--- config.mk ---
export PLATFORM = sky130hd
export DESIGN_NAME = rtcb_time_bank
export DESIGN_NICKNAME = d
export VERILOG_FILES = /design/src/inc/rtcb_pkg.sv /design/src/logic/rtcb_field_step.sv /design/src/logic/rtcb_alarm_match.sv /design/src/logic/rtcb_time_bank.sv
export VERILOG_INCLUDE_DIRS = /design/src /design/src/inc
export SDC_FILE = /design/constraint.sdc
export NUM_CORES = 1
export LEC_CHECK = 0
export BUFFER_PORTS_ARGS = -buffer_cell sky130_fd_sc_hd__buf_2
export CORE_UTILIZATION = 41
export CTS_CLUSTER_DIAMETER = 200
export CTS_CLUSTER_SIZE = 8
export DETAILED_ROUTE_END_ITERATION = 8
export PLACE_DENSITY_LB_ADDON = 0.15
export SYNTH_ARGS = -nofsm -noshare
export SYNTH_HDL_FRONTEND = slang
export SYNTH_HIERARCHICAL = 1
export SYNTH_SLANG_ARGS = --single-unit
--- constraint.sdc ---
create_clock -name ref_clk_i -period 5.6 [get_ports ref_clk_i]
set_input_delay 1.12 -clock ref_clk_i [delete_from_list [all_inputs] [get_ports ref_clk_i]]
set_output_delay 1.12 -clock ref_clk_i [all_outputs]
set_load 0.05 [all_outputs]
--- src/inc/rtcb_time_bank_regs.svh ---
`ifndef RTCB_TIME_BANK_REGS_SVH
`define RTCB_TIME_BANK_REGS_SVH
// ****************************************
// register indices
// ****************************************
`define RTCB_IDX_SEC      8'h00
`define RTCB_IDX_SEC_ALM  8'h01
`define RTCB_IDX_MIN      8'h02
`define RTCB_IDX_MIN_ALM  8'h03
`define RTCB_IDX_HR       8'h04
`define RTCB_IDX_HR_ALM   8'h05
`define RTCB_IDX_WDAY     8'h06
`define RTCB_IDX_MDAY     8'h07
`define RTCB_IDX_MON      8'h08
`define RTCB_IDX_YR       8'h09
`define RTCB_IDX_CTLA     8'h0a
`define RTCB_IDX_CTLB     8'h0b
// ****************************************
// field positions
// ****************************************
`define RTCB_UIP_BIT      7
`define RTCB_INHIBIT_BIT  7
`define RTCB_CODING_BIT   2
`define RTCB_HFMT_BIT     1
// ****************************************
// reset values and codes
// ****************************************
`define RTCB_COUNT_RST    8'h00
`define RTCB_CTLB_RST     8'h00
`define RTCB_DIV_RST      3'h2
`define RTCB_DIV_RUN      3'h2
`define RTCB_DIV_STOP     3'h0
`define RTCB_RATE_RST     4'h0
`define RTCB_RATE_ALIAS1  4'h1
`define RTCB_RATE_ALIAS2  4'h2
`define RTCB_TAP_ALIAS1   4'h7
`define RTCB_TAP_ALIAS2   4'h8
// ****************************************
// counter ranges, binary
// ****************************************
`define RTCB_ZERO         7'h00
`define RTCB_ONE          7'h01
`define RTCB_MINSEC_MAX   7'h3b
`define RTCB_HR24_MAX     7'h17
`define RTCB_HR12_MAX     7'h0c
`define RTCB_WDAY_MAX     7'h07
`define RTCB_MON_MAX      7'h0c
`define RTCB_YR_MAX       7'h63
`define RTCB_MDAY_LONG    7'h1f
`define RTCB_MDAY_SHORT   7'h1e
`define RTCB_MDAY_FEB     7'h1c
`define RTCB_MDAY_LEAP    7'h1d
`define RTCB_MON_FEB      7'h02
`define RTCB_MON_APR      7'h04
`define RTCB_MON_JUN      7'h06
`define RTCB_MON_SEP      7'h09
`define RTCB_MON_NOV      7'h0b
// ****************************************
// timing
// ****************************************
`define RTCB_OSC_HZ       32768
`define RTCB_UIP_LEAD_US  244
`define RTCB_UIP_TICKS    ((`RTCB_UIP_LEAD_US * `RTCB_OSC_HZ + 999999) / 1000000)
`define RTCB_DIV_LAST     15'h7fff
`endif

--- src/inc/rtcb_pkg.sv ---
package rtcb_pkg;
    typedef logic [7:0] rtcb_byte_t;
    typedef logic [6:0] rtcb_bin_t;
endpackage

--- src/logic/rtcb_field_step.sv ---
`timescale 1ns/1ps
`default_nettype none
module rtcb_field_step
    import rtcb_pkg::*;
(
    input  wire logic [7:0] value_i,
    input  wire logic       binary_i,
    input  wire logic [6:0] lo_i,
    input  wire logic [6:0] hi_i,
    output logic      [7:0] next_o,
    output logic      [6:0] cur_bin_o,
    output logic      [6:0] next_bin_o,
    output logic            wrap_o
);
    rtcb_bin_t bcd_bin;
    // ****************************************
    // decode, step, encode
    // ****************************************
    assign bcd_bin    = 7'({3'h0, value_i[7:4]} * 7'd10 + {3'h0, value_i[3:0]});
    assign cur_bin_o  = binary_i ? value_i[6:0] : bcd_bin;
    assign wrap_o     = (cur_bin_o >= hi_i);
    assign next_bin_o = wrap_o ? lo_i : 7'(cur_bin_o + 7'h01);
    assign next_o     = binary_i ? {1'b0, next_bin_o}
                                 : {4'(next_bin_o / 7'd10), 4'(next_bin_o % 7'd10)};
endmodule // rtcb_field_step
`default_nettype wire

--- src/logic/rtcb_alarm_match.sv ---
`timescale 1ns/1ps
`default_nettype none
module rtcb_alarm_match
    import rtcb_pkg::*;
(
    input  wire logic [7:0] alarm_i,
    input  wire logic [7:0] count_i,
    output logic            match_o
);
    assign match_o = (&alarm_i[7:6]) | (alarm_i == count_i);
endmodule // rtcb_alarm_match
`default_nettype wire

--- src/logic/rtcb_time_bank.sv ---
`timescale 1ns/1ps
`default_nettype none
`include "rtcb_time_bank_regs.svh"
// Contract
// - seconds, minutes count 0 to 59
// - alarm top bits 11 always match
// - 12-hour coding, top bit afternoon
// - 24-hour coding 0 to 23
// - weekday holds 1 to 7
// - date holds 1 to 31
// - month holds 1 to 12
// - year holds 0 to 99
// - update flag reads 0 when inhibited
// - update flag leads update 244 us
// - divider field stops, runs, resets chain
// - rate 0000 resets, gives no pulses
// - rate codes tap outputs 2 to 14
// - codes 1, 2 alias 8, 9
// - one update each second when divider field is 010
// - inhibit bit suspends updates
// - coding bit selects BCD or binary
// - format bit selects 12 or 24 hour
module rtcb_time_bank
    import rtcb_pkg::*;
(
    input  wire logic       ref_clk_i,
    input  wire logic       resetn_i,
    input  wire logic       osc_tick_i,
    input  wire logic       io_sel_data_i,
    input  wire logic       io_wr_i,
    input  wire logic       io_rd_i,
    input  wire logic [7:0] io_wdata_i,
    output logic      [7:0] io_rdata_o,
    output logic            periodic_o,
    output logic            update_done_o,
    output logic            alarm_match_o
);
    // ****************************************
    // state
    // ****************************************
    rtcb_byte_t  index_reg;
    rtcb_byte_t  seconds_count;
    rtcb_byte_t  seconds_alarm_one;
    rtcb_byte_t  minutes_count;
    rtcb_byte_t  minutes_alarm_one;
    rtcb_byte_t  hours_count;
    rtcb_byte_t  hours_alarm_one;
    rtcb_byte_t  weekday_count;
    rtcb_byte_t  month_day_count;
    rtcb_byte_t  month_count;
    rtcb_byte_t  year_count;
    rtcb_byte_t  control_register_b;
    logic [2:0]  divider_chain_select;
    logic [3:0]  periodic_rate_select;
    logic [14:0] divider;
    logic        update_pending;
    logic [3:0]  lead_ticks;
    // ****************************************
    // combinational
    // ****************************************
    logic        wr_data;
    logic        update_inhibit;
    logic        data_coding_select;
    logic        hour_format_select;
    logic        div_running;
    logic        uip_due;
    logic        update_go;
    logic [14:0] next_divider;
    logic [3:0]  tap;
    logic        sec_wrap;
    logic        min_wrap;
    logic        hr_wrap;
    logic        mday_wrap;
    logic        mon_wrap;
    logic        hr_carry;
    logic        hr_day;
    logic        day_carry;
    logic        mday_carry;
    logic        mon_carry;
    logic        time_wr;
    logic        all_match;
    rtcb_byte_t  sec_next;
    rtcb_byte_t  min_next;
    rtcb_byte_t  hr_step;
    rtcb_byte_t  hr_next;
    rtcb_byte_t  hr_in;
    rtcb_byte_t  wday_next;
    rtcb_byte_t  mday_next;
    rtcb_byte_t  mon_next;
    rtcb_byte_t  yr_next;
    rtcb_bin_t   hr_lo;
    rtcb_bin_t   hr_hi;
    rtcb_bin_t   hr_nbin;
    rtcb_bin_t   mon_bin;
    rtcb_bin_t   yr_bin;
    rtcb_bin_t   mday_max;
    rtcb_byte_t  alm_bytes [3];
    rtcb_byte_t  cnt_bytes [3];
    logic [2:0]  fld_match;

    assign wr_data            = io_wr_i & io_sel_data_i;
    assign time_wr            = wr_data & (index_reg <= `RTCB_IDX_YR);
    assign update_inhibit     = control_register_b[`RTCB_INHIBIT_BIT];
    assign data_coding_select = control_register_b[`RTCB_CODING_BIT];
    assign hour_format_select = control_register_b[`RTCB_HFMT_BIT];
    // ****************************************
    // divider chain
    // ****************************************
    // run decode
    assign div_running  = (divider_chain_select != `RTCB_DIV_STOP)
                        & (divider_chain_select[2:1] != 2'b11);
    assign next_divider = 15'(divider + 15'h0001);
    assign uip_due      = osc_tick_i & div_running
                        & (next_divider == 15'(`RTCB_DIV_LAST - 15'(`RTCB_UIP_TICKS)));
    assign update_go    = osc_tick_i & update_pending & ~update_inhibit
                        & (divider_chain_select == `RTCB_DIV_RUN)
                        & (divider == `RTCB_DIV_LAST);

    always_ff @(posedge ref_clk_i or negedge resetn_i) begin
        if (!resetn_i) begin
            divider <= 15'h0000;
        end else if (divider_chain_select[2:1] == 2'b11) begin
            divider <= 15'h0000;
        end else if (osc_tick_i && div_running) begin
            divider <= next_divider;
        end
    end

    always_ff @(posedge ref_clk_i or negedge resetn_i) begin
        if (!resetn_i) begin
            update_pending <= 1'b0;
        end else if (update_inhibit || divider_chain_select != `RTCB_DIV_RUN) begin
            update_pending <= 1'b0;
        end else if (osc_tick_i && divider == `RTCB_DIV_LAST) begin
            update_pending <= 1'b0;
        end else if (uip_due && !update_pending) begin
            update_pending <= 1'b1;
        end
    end

    always_ff @(posedge ref_clk_i or negedge resetn_i) begin
        if (!resetn_i) begin
            lead_ticks <= 4'h0;
        end else if (!update_pending) begin
            lead_ticks <= 4'h0;
        end else if (osc_tick_i && lead_ticks != 4'hf) begin
            lead_ticks <= 4'(lead_ticks + 4'h1);
        end
    end

    // ****************************************
    // periodic rate
    // ****************************************
    // low code alias
    always_comb begin
        case (periodic_rate_select)
            `RTCB_RATE_ALIAS1: tap = `RTCB_TAP_ALIAS1;
            `RTCB_RATE_ALIAS2: tap = `RTCB_TAP_ALIAS2;
            default:           tap = 4'(periodic_rate_select - 4'h1);
        endcase
    end

    always_ff @(posedge ref_clk_i or negedge resetn_i) begin
        if (!resetn_i) begin
            periodic_o <= 1'b0;
        end else begin
            periodic_o <= osc_tick_i && div_running
                          && (periodic_rate_select != `RTCB_RATE_RST)
                          && ((next_divider & ~(15'h7fff << tap)) == 15'h0000);
        end
    end

    // ****************************************
    // field steppers
    // ****************************************
    // seconds range
    rtcb_field_step u_sec (
        .value_i    (seconds_count),
        .binary_i   (data_coding_select),
        .lo_i       (`RTCB_ZERO),
        .hi_i       (`RTCB_MINSEC_MAX),
        .next_o     (sec_next),
        .cur_bin_o  (),
        .next_bin_o (),
        .wrap_o     (sec_wrap)
    );

    rtcb_field_step u_min (
        .value_i    (minutes_count),
        .binary_i   (data_coding_select),
        .lo_i       (`RTCB_ZERO),
        .hi_i       (`RTCB_MINSEC_MAX),
        .next_o     (min_next),
        .cur_bin_o  (),
        .next_bin_o (),
        .wrap_o     (min_wrap)
    );

    assign hr_in = hour_format_select ? hours_count : {1'b0, hours_count[6:0]};
    assign hr_lo = hour_format_select ? `RTCB_ZERO : `RTCB_ONE;
    assign hr_hi = hour_format_select ? `RTCB_HR24_MAX : `RTCB_HR12_MAX;

    rtcb_field_step u_hr (
        .value_i    (hr_in),
        .binary_i   (data_coding_select),
        .lo_i       (hr_lo),
        .hi_i       (hr_hi),
        .next_o     (hr_step),
        .cur_bin_o  (),
        .next_bin_o (hr_nbin),
        .wrap_o     (hr_wrap)
    );

    assign hr_next = hour_format_select ? hr_step
        : {hours_count[7] ^ (hr_nbin == `RTCB_HR12_MAX), hr_step[6:0]};
    assign hr_day  = hour_format_select ? hr_wrap
        : (hours_count[7] & (hr_nbin == `RTCB_HR12_MAX));

    rtcb_field_step u_wday (
        .value_i    (weekday_count),
        .binary_i   (data_coding_select),
        .lo_i       (`RTCB_ONE),
        .hi_i       (`RTCB_WDAY_MAX),
        .next_o     (wday_next),
        .cur_bin_o  (),
        .next_bin_o (),
        .wrap_o     ()
    );

    always_comb begin
        case (mon_bin)
            `RTCB_MON_FEB: mday_max = (yr_bin[1:0] == 2'b00) ? `RTCB_MDAY_LEAP
                                                               : `RTCB_MDAY_FEB;
            `RTCB_MON_APR,
            `RTCB_MON_JUN,
            `RTCB_MON_SEP,
            `RTCB_MON_NOV: mday_max = `RTCB_MDAY_SHORT;
            default:       mday_max = `RTCB_MDAY_LONG;
        endcase
    end

    rtcb_field_step u_mday (
        .value_i    (month_day_count),
        .binary_i   (data_coding_select),
        .lo_i       (`RTCB_ONE),
        .hi_i       (mday_max),
        .next_o     (mday_next),
        .cur_bin_o  (),
        .next_bin_o (),
        .wrap_o     (mday_wrap)
    );

    rtcb_field_step u_mon (
        .value_i    (month_count),
        .binary_i   (data_coding_select),
        .lo_i       (`RTCB_ONE),
        .hi_i       (`RTCB_MON_MAX),
        .next_o     (mon_next),
        .cur_bin_o  (mon_bin),
        .next_bin_o (),
        .wrap_o     (mon_wrap)
    );

    rtcb_field_step u_yr (
        .value_i    (year_count),
        .binary_i   (data_coding_select),
        .lo_i       (`RTCB_ZERO),
        .hi_i       (`RTCB_YR_MAX),
        .next_o     (yr_next),
        .cur_bin_o  (yr_bin),
        .next_bin_o (),
        .wrap_o     ()
    );

    assign hr_carry   = sec_wrap & min_wrap;
    assign day_carry  = hr_carry & hr_day;
    assign mday_carry = day_carry & mday_wrap;
    assign mon_carry  = mday_carry & mon_wrap;

    // ****************************************
    // timekeeping counters
    // ****************************************
    // update and host write
    always_ff @(posedge ref_clk_i or negedge resetn_i) begin
        if (!resetn_i) begin
            seconds_count   <= `RTCB_COUNT_RST;
            minutes_count   <= `RTCB_COUNT_RST;
            hours_count     <= `RTCB_COUNT_RST;
            weekday_count   <= `RTCB_COUNT_RST;
            month_day_count <= `RTCB_COUNT_RST;
            month_count     <= `RTCB_COUNT_RST;
            year_count      <= `RTCB_COUNT_RST;
        end else begin
            if (update_go) begin
                seconds_count <= sec_next;
                if (sec_wrap)
                    minutes_count <= min_next;
                if (hr_carry)
                    hours_count <= hr_next;
                if (day_carry) begin
                    weekday_count   <= wday_next;
                    month_day_count <= mday_next;
                end
                if (mday_carry)
                    month_count <= mon_next;
                if (mon_carry)
                    year_count <= yr_next;
            end
            if (wr_data) begin
                case (index_reg)
                    `RTCB_IDX_SEC:  seconds_count   <= io_wdata_i;
                    `RTCB_IDX_MIN:  minutes_count   <= io_wdata_i;
                    `RTCB_IDX_HR:   hours_count     <= io_wdata_i;
                    `RTCB_IDX_WDAY: weekday_count   <= io_wdata_i;
                    `RTCB_IDX_MDAY: month_day_count <= io_wdata_i;
                    `RTCB_IDX_MON:  month_count     <= io_wdata_i;
                    `RTCB_IDX_YR:   year_count      <= io_wdata_i;
                    default: ;
                endcase
            end
        end
    end

    // ****************************************
    // host registers
    // ****************************************
    always_ff @(posedge ref_clk_i or negedge resetn_i) begin
        if (!resetn_i) begin
            index_reg            <= `RTCB_COUNT_RST;
            seconds_alarm_one    <= `RTCB_COUNT_RST;
            minutes_alarm_one    <= `RTCB_COUNT_RST;
            hours_alarm_one      <= `RTCB_COUNT_RST;
            control_register_b   <= `RTCB_CTLB_RST;
            divider_chain_select <= `RTCB_DIV_RST;
            periodic_rate_select <= `RTCB_RATE_RST;
        end else if (io_wr_i && !io_sel_data_i) begin
            index_reg <= io_wdata_i;
        end else if (wr_data) begin
            case (index_reg)
                `RTCB_IDX_SEC_ALM: seconds_alarm_one  <= io_wdata_i;
                `RTCB_IDX_MIN_ALM: minutes_alarm_one  <= io_wdata_i;
                `RTCB_IDX_HR_ALM:  hours_alarm_one    <= io_wdata_i;
                `RTCB_IDX_CTLB:    control_register_b <= io_wdata_i;
                `RTCB_IDX_CTLA: begin
                    divider_chain_select <= io_wdata_i[6:4];
                    periodic_rate_select <= io_wdata_i[3:0];
                end
                default: ;
            endcase
        end
    end

    always_ff @(posedge ref_clk_i or negedge resetn_i) begin
        if (!resetn_i) begin
            io_rdata_o <= 8'h00;
        end else if (io_rd_i && !io_sel_data_i) begin
            io_rdata_o <= index_reg;
        end else if (io_rd_i) begin
            case (index_reg)
                `RTCB_IDX_SEC:     io_rdata_o <= seconds_count;
                `RTCB_IDX_SEC_ALM: io_rdata_o <= seconds_alarm_one;
                `RTCB_IDX_MIN:     io_rdata_o <= minutes_count;
                `RTCB_IDX_MIN_ALM: io_rdata_o <= minutes_alarm_one;
                `RTCB_IDX_HR:      io_rdata_o <= hours_count;
                `RTCB_IDX_HR_ALM:  io_rdata_o <= hours_alarm_one;
                `RTCB_IDX_WDAY:    io_rdata_o <= weekday_count;
                `RTCB_IDX_MDAY:    io_rdata_o <= month_day_count;
                `RTCB_IDX_MON:     io_rdata_o <= month_count;
                `RTCB_IDX_YR:      io_rdata_o <= year_count;
                `RTCB_IDX_CTLA:    io_rdata_o <= {update_pending & ~update_inhibit,
                                                  divider_chain_select,
                                                  periodic_rate_select};
                `RTCB_IDX_CTLB:    io_rdata_o <= control_register_b;
                default:           io_rdata_o <= 8'h00;
            endcase
        end
    end

    // ****************************************
    // alarm compare
    // ****************************************
    assign alm_bytes[0] = seconds_alarm_one;
    assign alm_bytes[1] = minutes_alarm_one;
    assign alm_bytes[2] = hours_alarm_one;
    assign cnt_bytes[0] = seconds_count;
    assign cnt_bytes[1] = minutes_count;
    assign cnt_bytes[2] = hours_count;

    for (genvar g = 0; g < 3; g++) begin : g_alm
        rtcb_alarm_match u_match (
            .alarm_i (alm_bytes[g]),
            .count_i (cnt_bytes[g]),
            .match_o (fld_match[g])
        );
    end
    assign all_match = &fld_match;

    always_ff @(posedge ref_clk_i or negedge resetn_i) begin
        if (!resetn_i) begin
            update_done_o <= 1'b0;
            alarm_match_o <= 1'b0;
        end else begin
            update_done_o <= update_go;
            alarm_match_o <= update_done_o & all_match;
        end
    end
endmodule // rtcb_time_bank
`default_nettype wire

== Yosys cells after proc, flatten, opt, wreduce, memory -nomap -nowiden ==
Cells that the tools add are included.

* Bits in registers: 130
* Output and inout bits: 11
* Logic and storage cells: 208

* Add/subtract/negate cells: 16
* Multipliers: 7
* Div/mod/pow operators: 14
* Order comparisons: 7
* Eq/ne operators: 28
* Shifts and indexed selects: 1
* Muxes and demuxes: 64
* Bitwise logic cells: 23
* Reduce and logical (&&, ||, !) cells: 28

{| class="wikitable"
|+ Operators by type and width
! operator !! count
|-
| 8-bit two-way mux || 38
|-
| 7-bit two-way mux || 14
|-
| 8-bit one-hot mux with 12 select lines || 1
|-
| 7-bit by 1-bit adder with 7-bit output (second input constant) || 7
|-
| 7-bit by 4-bit adder with 7-bit output || 7
|-
| 7-bit by 4-bit divider with 7-bit output (second input constant) || 7
|-
| 7-bit by 4-bit remainder unit with 7-bit output (second input constant) || 7
|-
| 4-bit by 3-bit multiplier with 6-bit output (second input constant) || 7
|-
| 8-bit by 3-bit == test with 1-bit output (second input constant) || 4
|-
| 8-bit by 4-bit == test with 1-bit output (second input constant) || 4
|-
| 15-bit == test (second input constant) || 2
|-
| 15-bit two-way mux || 2
|-
| 8-bit == test || 3
|-
| 7-bit by 4-bit == test with 1-bit output (second input constant) || 3
|-
| 3-bit AND reduction || 6
|-
| 8-bit by 2-bit == test with 1-bit output (second input constant) || 2
|-
| 15-bit by 1-bit adder with 15-bit output (second input constant) || 1
|-
| 1-bit AND || 15
|-
| 15-bit AND || 1
|-
| 15-bit logical NOT || 1
|-
| 15-bit NOT || 1
|-
| 15-bit by 4-bit << shifter with 15-bit output (first input constant) || 1
|-
| 7-bit by 3-bit == test with 1-bit output (second input constant) || 2
|-
| 7-bit by 5-bit >= comparator with 1-bit output || 2
|-
| other kinds (30) || 50
|}

== Logic depth before layout (Yosys ltp) ==
* Word-level depth: 16
* Gate-level depth with buffers: 30
* Gate-level depth less buffers: 28

== Cells and area by module ==
The synthesis kept the hierarchy.

{| class="wikitable"
|+ By module, submodules not included
! module !! instances !! cells an instance !! area an instance (um^2) !! sequential area each (um^2)
|-
| rtcb_time_bank || 1 || 776 || 7414.6 || 3254.4
|-
| rtcb_field_step (u_mday ...) || 5 || 188 || 1346.3 || 0.0
|-
| rtcb_field_step (u_yr) || 1 || 209 || 1570.3 || 0.0
|-
| rtcb_field_step (u_hr) || 1 || 187 || 1397.6 || 0.0
|-
| rtcb_alarm_match || 3 || 12 || 91.3 || 0.0
|}

== Worst setup path after synthesis ==
Ideal clock, no wire load.

* Path type: register to register
* From: register control_register_b[1]
* To: register year_count[0]
* Library setup time: 0.133 ns
* Arrival: 5.569 ns
* Setup slack: -0.102 ns
* Stages on the path, launching flop included: 26
* Buffers on the path: 4
* Period minus slack after synthesis: 5.702 ns
* Cell sequence: dfrtp_1 -> and2_1 -> ha_1 -> ha_1 -> fa_1 -> nand2_1 -> a2111oi_2 -> nor3b_4 -> ha_1 -> and3_1 -> a311oi_2 -> and2_1 -> buf_4 -> inv_2 -> clkbuf_1 -> o21ai_0 -> nor4b_1 -> and3_1 -> ha_1 -> mux2i_1 -> or4_1 -> buf_6 -> or3_1 -> buf_6 -> mux2i_1 -> o21ai_1

* Longest elaborated chain between the ends: 16

{| class="wikitable"
|+ Ends and longest elaborated chain
! what !! line !! RTL
|-
| start: declaration || rtcb_time_bank.sv:52 || <nowiki>rtcb_byte_t control_register_b;</nowiki>
|-
| start signal: assignment || rtcb_time_bank.sv:333 || <nowiki>control_register_b <= `RTCB_CTLB_RST;</nowiki>
|-
| start signal: assignment || rtcb_time_bank.sv:343 || <nowiki>`RTCB_IDX_CTLB: control_register_b <= io_wdata_i;</nowiki>
|-
| 8-bit two-way mux * || rtcb_time_bank.sv:199 || <nowiki>assign hr_in = hour_format_select ? hours_count : {1'b0, hours_count[6:0]};</nowiki>
|-
| net hr_in[7] || rtcb_time_bank.sv:86 || <nowiki>rtcb_byte_t hr_in;</nowiki>
|-
| 4-bit by 3-bit multiplier with 6-bit output * || rtcb_field_step.sv:19 || <nowiki>assign bcd_bin = 7'({3'h0, value_i[7:4]} * 7'd10 + {3'h0, value_i[3:0]});</nowiki>
|-
| 7-bit by 4-bit adder with 7-bit output * || rtcb_field_step.sv:19 ||
|-
| 7-bit two-way mux * || rtcb_field_step.sv:20 || <nowiki>assign cur_bin_o = binary_i ? value_i[6:0] : bcd_bin;</nowiki>
|-
| net u_hr.cur_bin_o[6] || rtcb_field_step.sv:11 || <nowiki>output logic [6:0] cur_bin_o,</nowiki>
|-
| 7-bit by 5-bit >= comparator with 1-bit output * || rtcb_field_step.sv:21 || <nowiki>assign wrap_o = (cur_bin_o >= hi_i);</nowiki>
|-
| net hr_wrap || rtcb_time_bank.sv:72 || <nowiki>logic hr_wrap;</nowiki>
|-
| [1 not listed] || - ||
|-
| net hr_nbin[4] || rtcb_time_bank.sv:93 || <nowiki>rtcb_bin_t hr_nbin;</nowiki>
|-
| [2 not listed] || - ||
|-
| 1-bit two-way mux * || rtcb_time_bank.sv:216 || <nowiki>assign hr_day = hour_format_select ? hr_wrap</nowiki>
|-
| 1-bit AND * || rtcb_time_bank.sv:276 || <nowiki>assign day_carry = hr_carry & hr_day;</nowiki>
|-
| 1-bit AND * || rtcb_time_bank.sv:277 || <nowiki>assign mday_carry = day_carry & mday_wrap;</nowiki>
|-
| 1-bit AND * || rtcb_time_bank.sv:278 || <nowiki>assign mon_carry = mday_carry & mon_wrap;</nowiki>
|-
| 8-bit two-way mux * || rtcb_time_bank.sv:306 || <nowiki>if (mon_carry)</nowiki>
|-
| 8-bit two-way mux * || rtcb_time_bank.sv:294 || <nowiki>if (update_go) begin</nowiki>
|-
| 8-bit two-way mux || rtcb_time_bank.sv:310 || <nowiki>case (index_reg)</nowiki>
|-
| 8-bit two-way mux * || rtcb_time_bank.sv:309 || <nowiki>if (wr_data) begin</nowiki>
|-
| end signal: assignment || rtcb_time_bank.sv:292 || <nowiki>year_count <= `RTCB_COUNT_RST;</nowiki>
|-
| end signal: assignment || rtcb_time_bank.sv:307 || <nowiki>year_count <= yr_next;</nowiki>
|-
| end signal: assignment || rtcb_time_bank.sv:317 || <nowiki>`RTCB_IDX_YR: year_count <= io_wdata_i;</nowiki>
|-
| end: declaration || rtcb_time_bank.sv:51 || <nowiki>rtcb_byte_t year_count;</nowiki>
|}

Mark *: on every way through the listed nets, which the timed path passes. The rest lies on a longest branch.
A chain may end at the register's enable or synchronous reset.

== Worst setup path after layout ==
* From: register month_count[7]
* To: register month_day_count[2]

* Longest elaborated chain between the ends: 14

{| class="wikitable"
|+ Ends and longest elaborated chain
! what !! line !! RTL
|-
| start: declaration || rtcb_time_bank.sv:50 || <nowiki>rtcb_byte_t month_count;</nowiki>
|-
| start signal: assignment || rtcb_time_bank.sv:291 || <nowiki>month_count <= `RTCB_COUNT_RST;</nowiki>
|-
| start signal: assignment || rtcb_time_bank.sv:305 || <nowiki>month_count <= mon_next;</nowiki>
|-
| start signal: assignment || rtcb_time_bank.sv:316 || <nowiki>`RTCB_IDX_MON: month_count <= io_wdata_i;</nowiki>
|-
| 4-bit by 3-bit multiplier with 6-bit output * || rtcb_field_step.sv:19 ||
|-
| 7-bit by 4-bit adder with 7-bit output * || rtcb_field_step.sv:19 ||
|-
| 7-bit two-way mux * || rtcb_field_step.sv:20 ||
|-
| net mon_bin[5] || rtcb_time_bank.sv:94 || <nowiki>rtcb_bin_t mon_bin;</nowiki>
|-
| 7-bit by 3-bit == test with 1-bit output or 7-bit by 4-bit == test with 1-bit output (tied branches) || rtcb_time_bank.sv:231 || <nowiki>case (mon_bin)</nowiki>
|-
| 4-bit OR reduction || rtcb_time_bank.sv:231 ||
|-
| 2-bit one-hot mux with 2 select lines * || rtcb_time_bank.sv:231 ||
|-
| net mday_max[1] || rtcb_time_bank.sv:96 || <nowiki>rtcb_bin_t mday_max;</nowiki>
|-
| [1 not listed] || - ||
|-
| net mday_wrap || rtcb_time_bank.sv:73 || <nowiki>logic mday_wrap;</nowiki>
|-
| 7-bit two-way mux * || rtcb_field_step.sv:22 || <nowiki>assign next_bin_o = wrap_o ? lo_i : 7'(cur_bin_o + 7'h01);</nowiki>
|-
| 7-bit by 4-bit remainder unit with 7-bit output || rtcb_field_step.sv:24 || <nowiki>: {4'(next_bin_o / 7'd10), 4'(next_bin_o % 7'd10)};</nowiki>
|-
| 8-bit two-way mux * || rtcb_field_step.sv:23 || <nowiki>assign next_o = binary_i ? {1'b0, next_bin_o}</nowiki>
|-
| net mday_next[2] || rtcb_time_bank.sv:88 || <nowiki>rtcb_byte_t mday_next;</nowiki>
|-
| 8-bit two-way mux * || rtcb_time_bank.sv:300 || <nowiki>if (day_carry) begin</nowiki>
|-
| 8-bit two-way mux * || rtcb_time_bank.sv:294 ||
|-
| 8-bit two-way mux || rtcb_time_bank.sv:310 ||
|-
| 8-bit two-way mux * || rtcb_time_bank.sv:309 ||
|-
| end signal: assignment || rtcb_time_bank.sv:290 || <nowiki>month_day_count <= `RTCB_COUNT_RST;</nowiki>
|-
| end signal: assignment || rtcb_time_bank.sv:302 || <nowiki>month_day_count <= mday_next;</nowiki>
|-
| end signal: assignment || rtcb_time_bank.sv:315 || <nowiki>`RTCB_IDX_MDAY: month_day_count <= io_wdata_i;</nowiki>
|-
| end: declaration || rtcb_time_bank.sv:49 || <nowiki>rtcb_byte_t month_day_count;</nowiki>
|}

Marked as above.

==> flow_summary_export.csv <==
group,metric,value,unit
outcome,status,"complete, no violations",
layout,fin_area,20900,µm²
pwr,intPower,4.48,mW
layout,layout-drive-gt1-share,22.2,%
setup_path,startpoint_type,"flop",
sta,setup_violations,0,
sta,postLayoutSetupSlackWorst,0.196,ns
sta,skew,0.0128,ns
floorplan,die_w,208,µm
routing,vias,16900,
pwr,sw_frac_of_total,46.7,%
grt,grt_pass1_wl,85600,µm
setup_path,criticalPathCategory,"reg -> reg",
cts,ctsHtreeMaxLevel,4,
grt,antenna_found_initial,2,
sta,fin_hold_ws,0.507,ns
job,drv_cap,0,
cts,clk_latency,0.43,ns
yosys,syn_area,17300,µm²
setup_path,slowest_delay,0.51,ns
cts,cts_hold_buf,0,
layout,finish.net_count,2585,
floorplan,ios,25,
place,place_congestion,0.920,
worst_hold_path,worstHoldPathCells,1,
pwr,combPwrFrac,70.3,%
place,dpl.hpwl,40300,µm
yosys,syn-instance-count,2137,
floorplan,die_h,208,µm
sta,drv_slew,0,
pwr,p_leak,9.47,nW
sta,fin_crit,5.40,ns
setup_path,cp.arrival,5.75,ns
cts,clk_pin_slew,0.06,ns
place,dpl-instance-area,19500,µm²
sta,maxSlewHeadroom,24.8,%
place,portBuffers,24,
setup_path,crit_top_cell,"and2_4",
routing,routed_wl,53000,µm
routing,routed_via_density,5.66,
setup_path,critical-path-slowest-cell,"fa_1",
routing,drtIter0Drc,1279,
pwr,power.density,403,nW/µm²
sta,hold_viol,0,
setup_path,cp_max_fo,6,
pwr,seqPwrFrac,14.8,%
routing,drtAntennaViolNets,0,
floorplan,die_area,43100,µm²
grt,first_global_vias,16300,
sta,fmax,0.185,GHz
routing,routedWlPerCell,17.7,µm
floorplan,core-area,41300,µm²
cts,cts.sinks,130,
sta,worst_pin_slew,1.12,ns
grt,grt_max_degree,90,
layout,syn2layout_area_growth,20.6,%
pwr,p_switching,3.92,mW
pwr,clock_power_share,14.9,%
worst_hold_path,min_path_type,"reg -> reg",
sta,fin_crit_sh,96.5,%
routing,dr.pass1.iters,8,
setup_path,worstPathRequired,5.95,ns
pwr,vdd_drop_max,0.239,mV
setup_path,ff2ff_path_depth,28,
layout,regMostFlops,"divider",
place,dp_cells,2929,
yosys,ys.warnings.count,6,
grt,grt_overflow,0,
layout,post_layout_nonfiller_instances,2987,
place,place_ws,-0.180,ns
cts,cts-root-buf,"clkbuf_16",
sta,rsz0062_at_grt,"true",
sta,setup_tns,0,ns
setup_path,end_kind,"flop",
cts,cts_tree,"done",
floorplan,rows,74,
grt,grt_usage,24.2,%
routing,drc,0,
yosys,avgSynthCellArea,8.11,µm²
cts,clockBufferDepth,2,
layout,largest_reg_flops,15,
cts,numCtsBuffers,17,
floorplan,start_util,42.0,%
-- per-layer routing --
layer	track usage, %	part of all wire (%)
met1	34.1	47
met2	39.6	47
met3	2.47	4.6
met4	5.82	1.8
met5	0	0
-- worst paths after layout --
| path | endpoint | slack [ns] | startpoint |
|---|---|---|---|
| max in group asynchronous | index_reg[1] | 3.72 | resetn_i |
| worst max-delay path | month_day_count[2] | 0.20 | month_count[7] |
| worst max register to register | month_day_count[2] | 0.20 | month_count[7] |
| worst min register to register | control_register_b[4] | 0.51 | control_register_b[4] |
| worst min-delay path | control_register_b[4] | 0.51 | control_register_b[4] |
| min in group asynchronous | divider[2] | 0.78 | resetn_i |
-- cell type report --
type | instances | area (µm²)
antenna | 2 | 5.00
inverter | 153 | 589
fill | 3997 | 20400
clock inverter | 14 | 225
timing repair buffer | 201 | 1510
tap | 532 | 666
clock buffer | 18 | 429
multi-input combinational | 1937 | 14200
sequential | 130 | 3260
-- power groups by stage --
| stage | clock network (mW) | registers [mW] | logic, mW |
|---|---|---|---|
| 5_1_grt | 1.31 | 1.26 | 6.51 |
| 3_3_place_gp | 0 | 1.25 | 5.36 |
| 2_1_floorplan | 0 | 1.22 | 3.88 |
| 3_5_place_dp | 0 | 1.25 | 5.42 |
| 4_1_cts | 1.27 | 1.24 | 5.49 |
| 6_report | 1.25 | 1.24 | 5.91 |
-- cells in the final DEF (no fill, tap or decap), types with 25 or more instances in the layout --
cell type  instances
o21ai_1           36
nand2_1          150
nor3_1            45
nor2_1           161
inv_1            119
mux2_2            66
conb_1           177
dfrtp_1          128
nand3_1           58
a31oi_1           28
buf_4            170
nor2b_1           25
a21oi_1          117
inv_2             29
o31ai_1           30
mux2i_1           81
xor2_1            33
ha_1             112
o21ai_0          121
xnor2_1           78
nand2b_1          46
-- critical path: cells and delay by family (launching register included) --
kind	cells	cell delay, ns
adder cells (fa/ha/maj)	5	1.34
multiplexers	1	0.07
buffers and inverters	4	0.33
flip-flops	1	0.38
AND/OR/NAND/NOR	7	1.18
AO/OA/AOI/OAI	11	2.01
-- metrics by stage --
| stage | power (mW) | util (%) |
|---|---|---|
| after global placement | 6.61 | 47.2 |
| after floorplan | 5.10 | - |
| after CTS | 7.99 | 48.9 |
| after detailed placement | 6.67 | 47.2 |
| final | 8.41 | 50.6 |
| after global routing | 9.08 | 50.6 |
-- repair_timing --
item	CTS	global route
pin swaps	2	57
endpoints found under the setup margin	16	44
gates resized for setup	12	118
buffers inserted	0	24
Note: power is estimated with default switching activity, not from simulation.
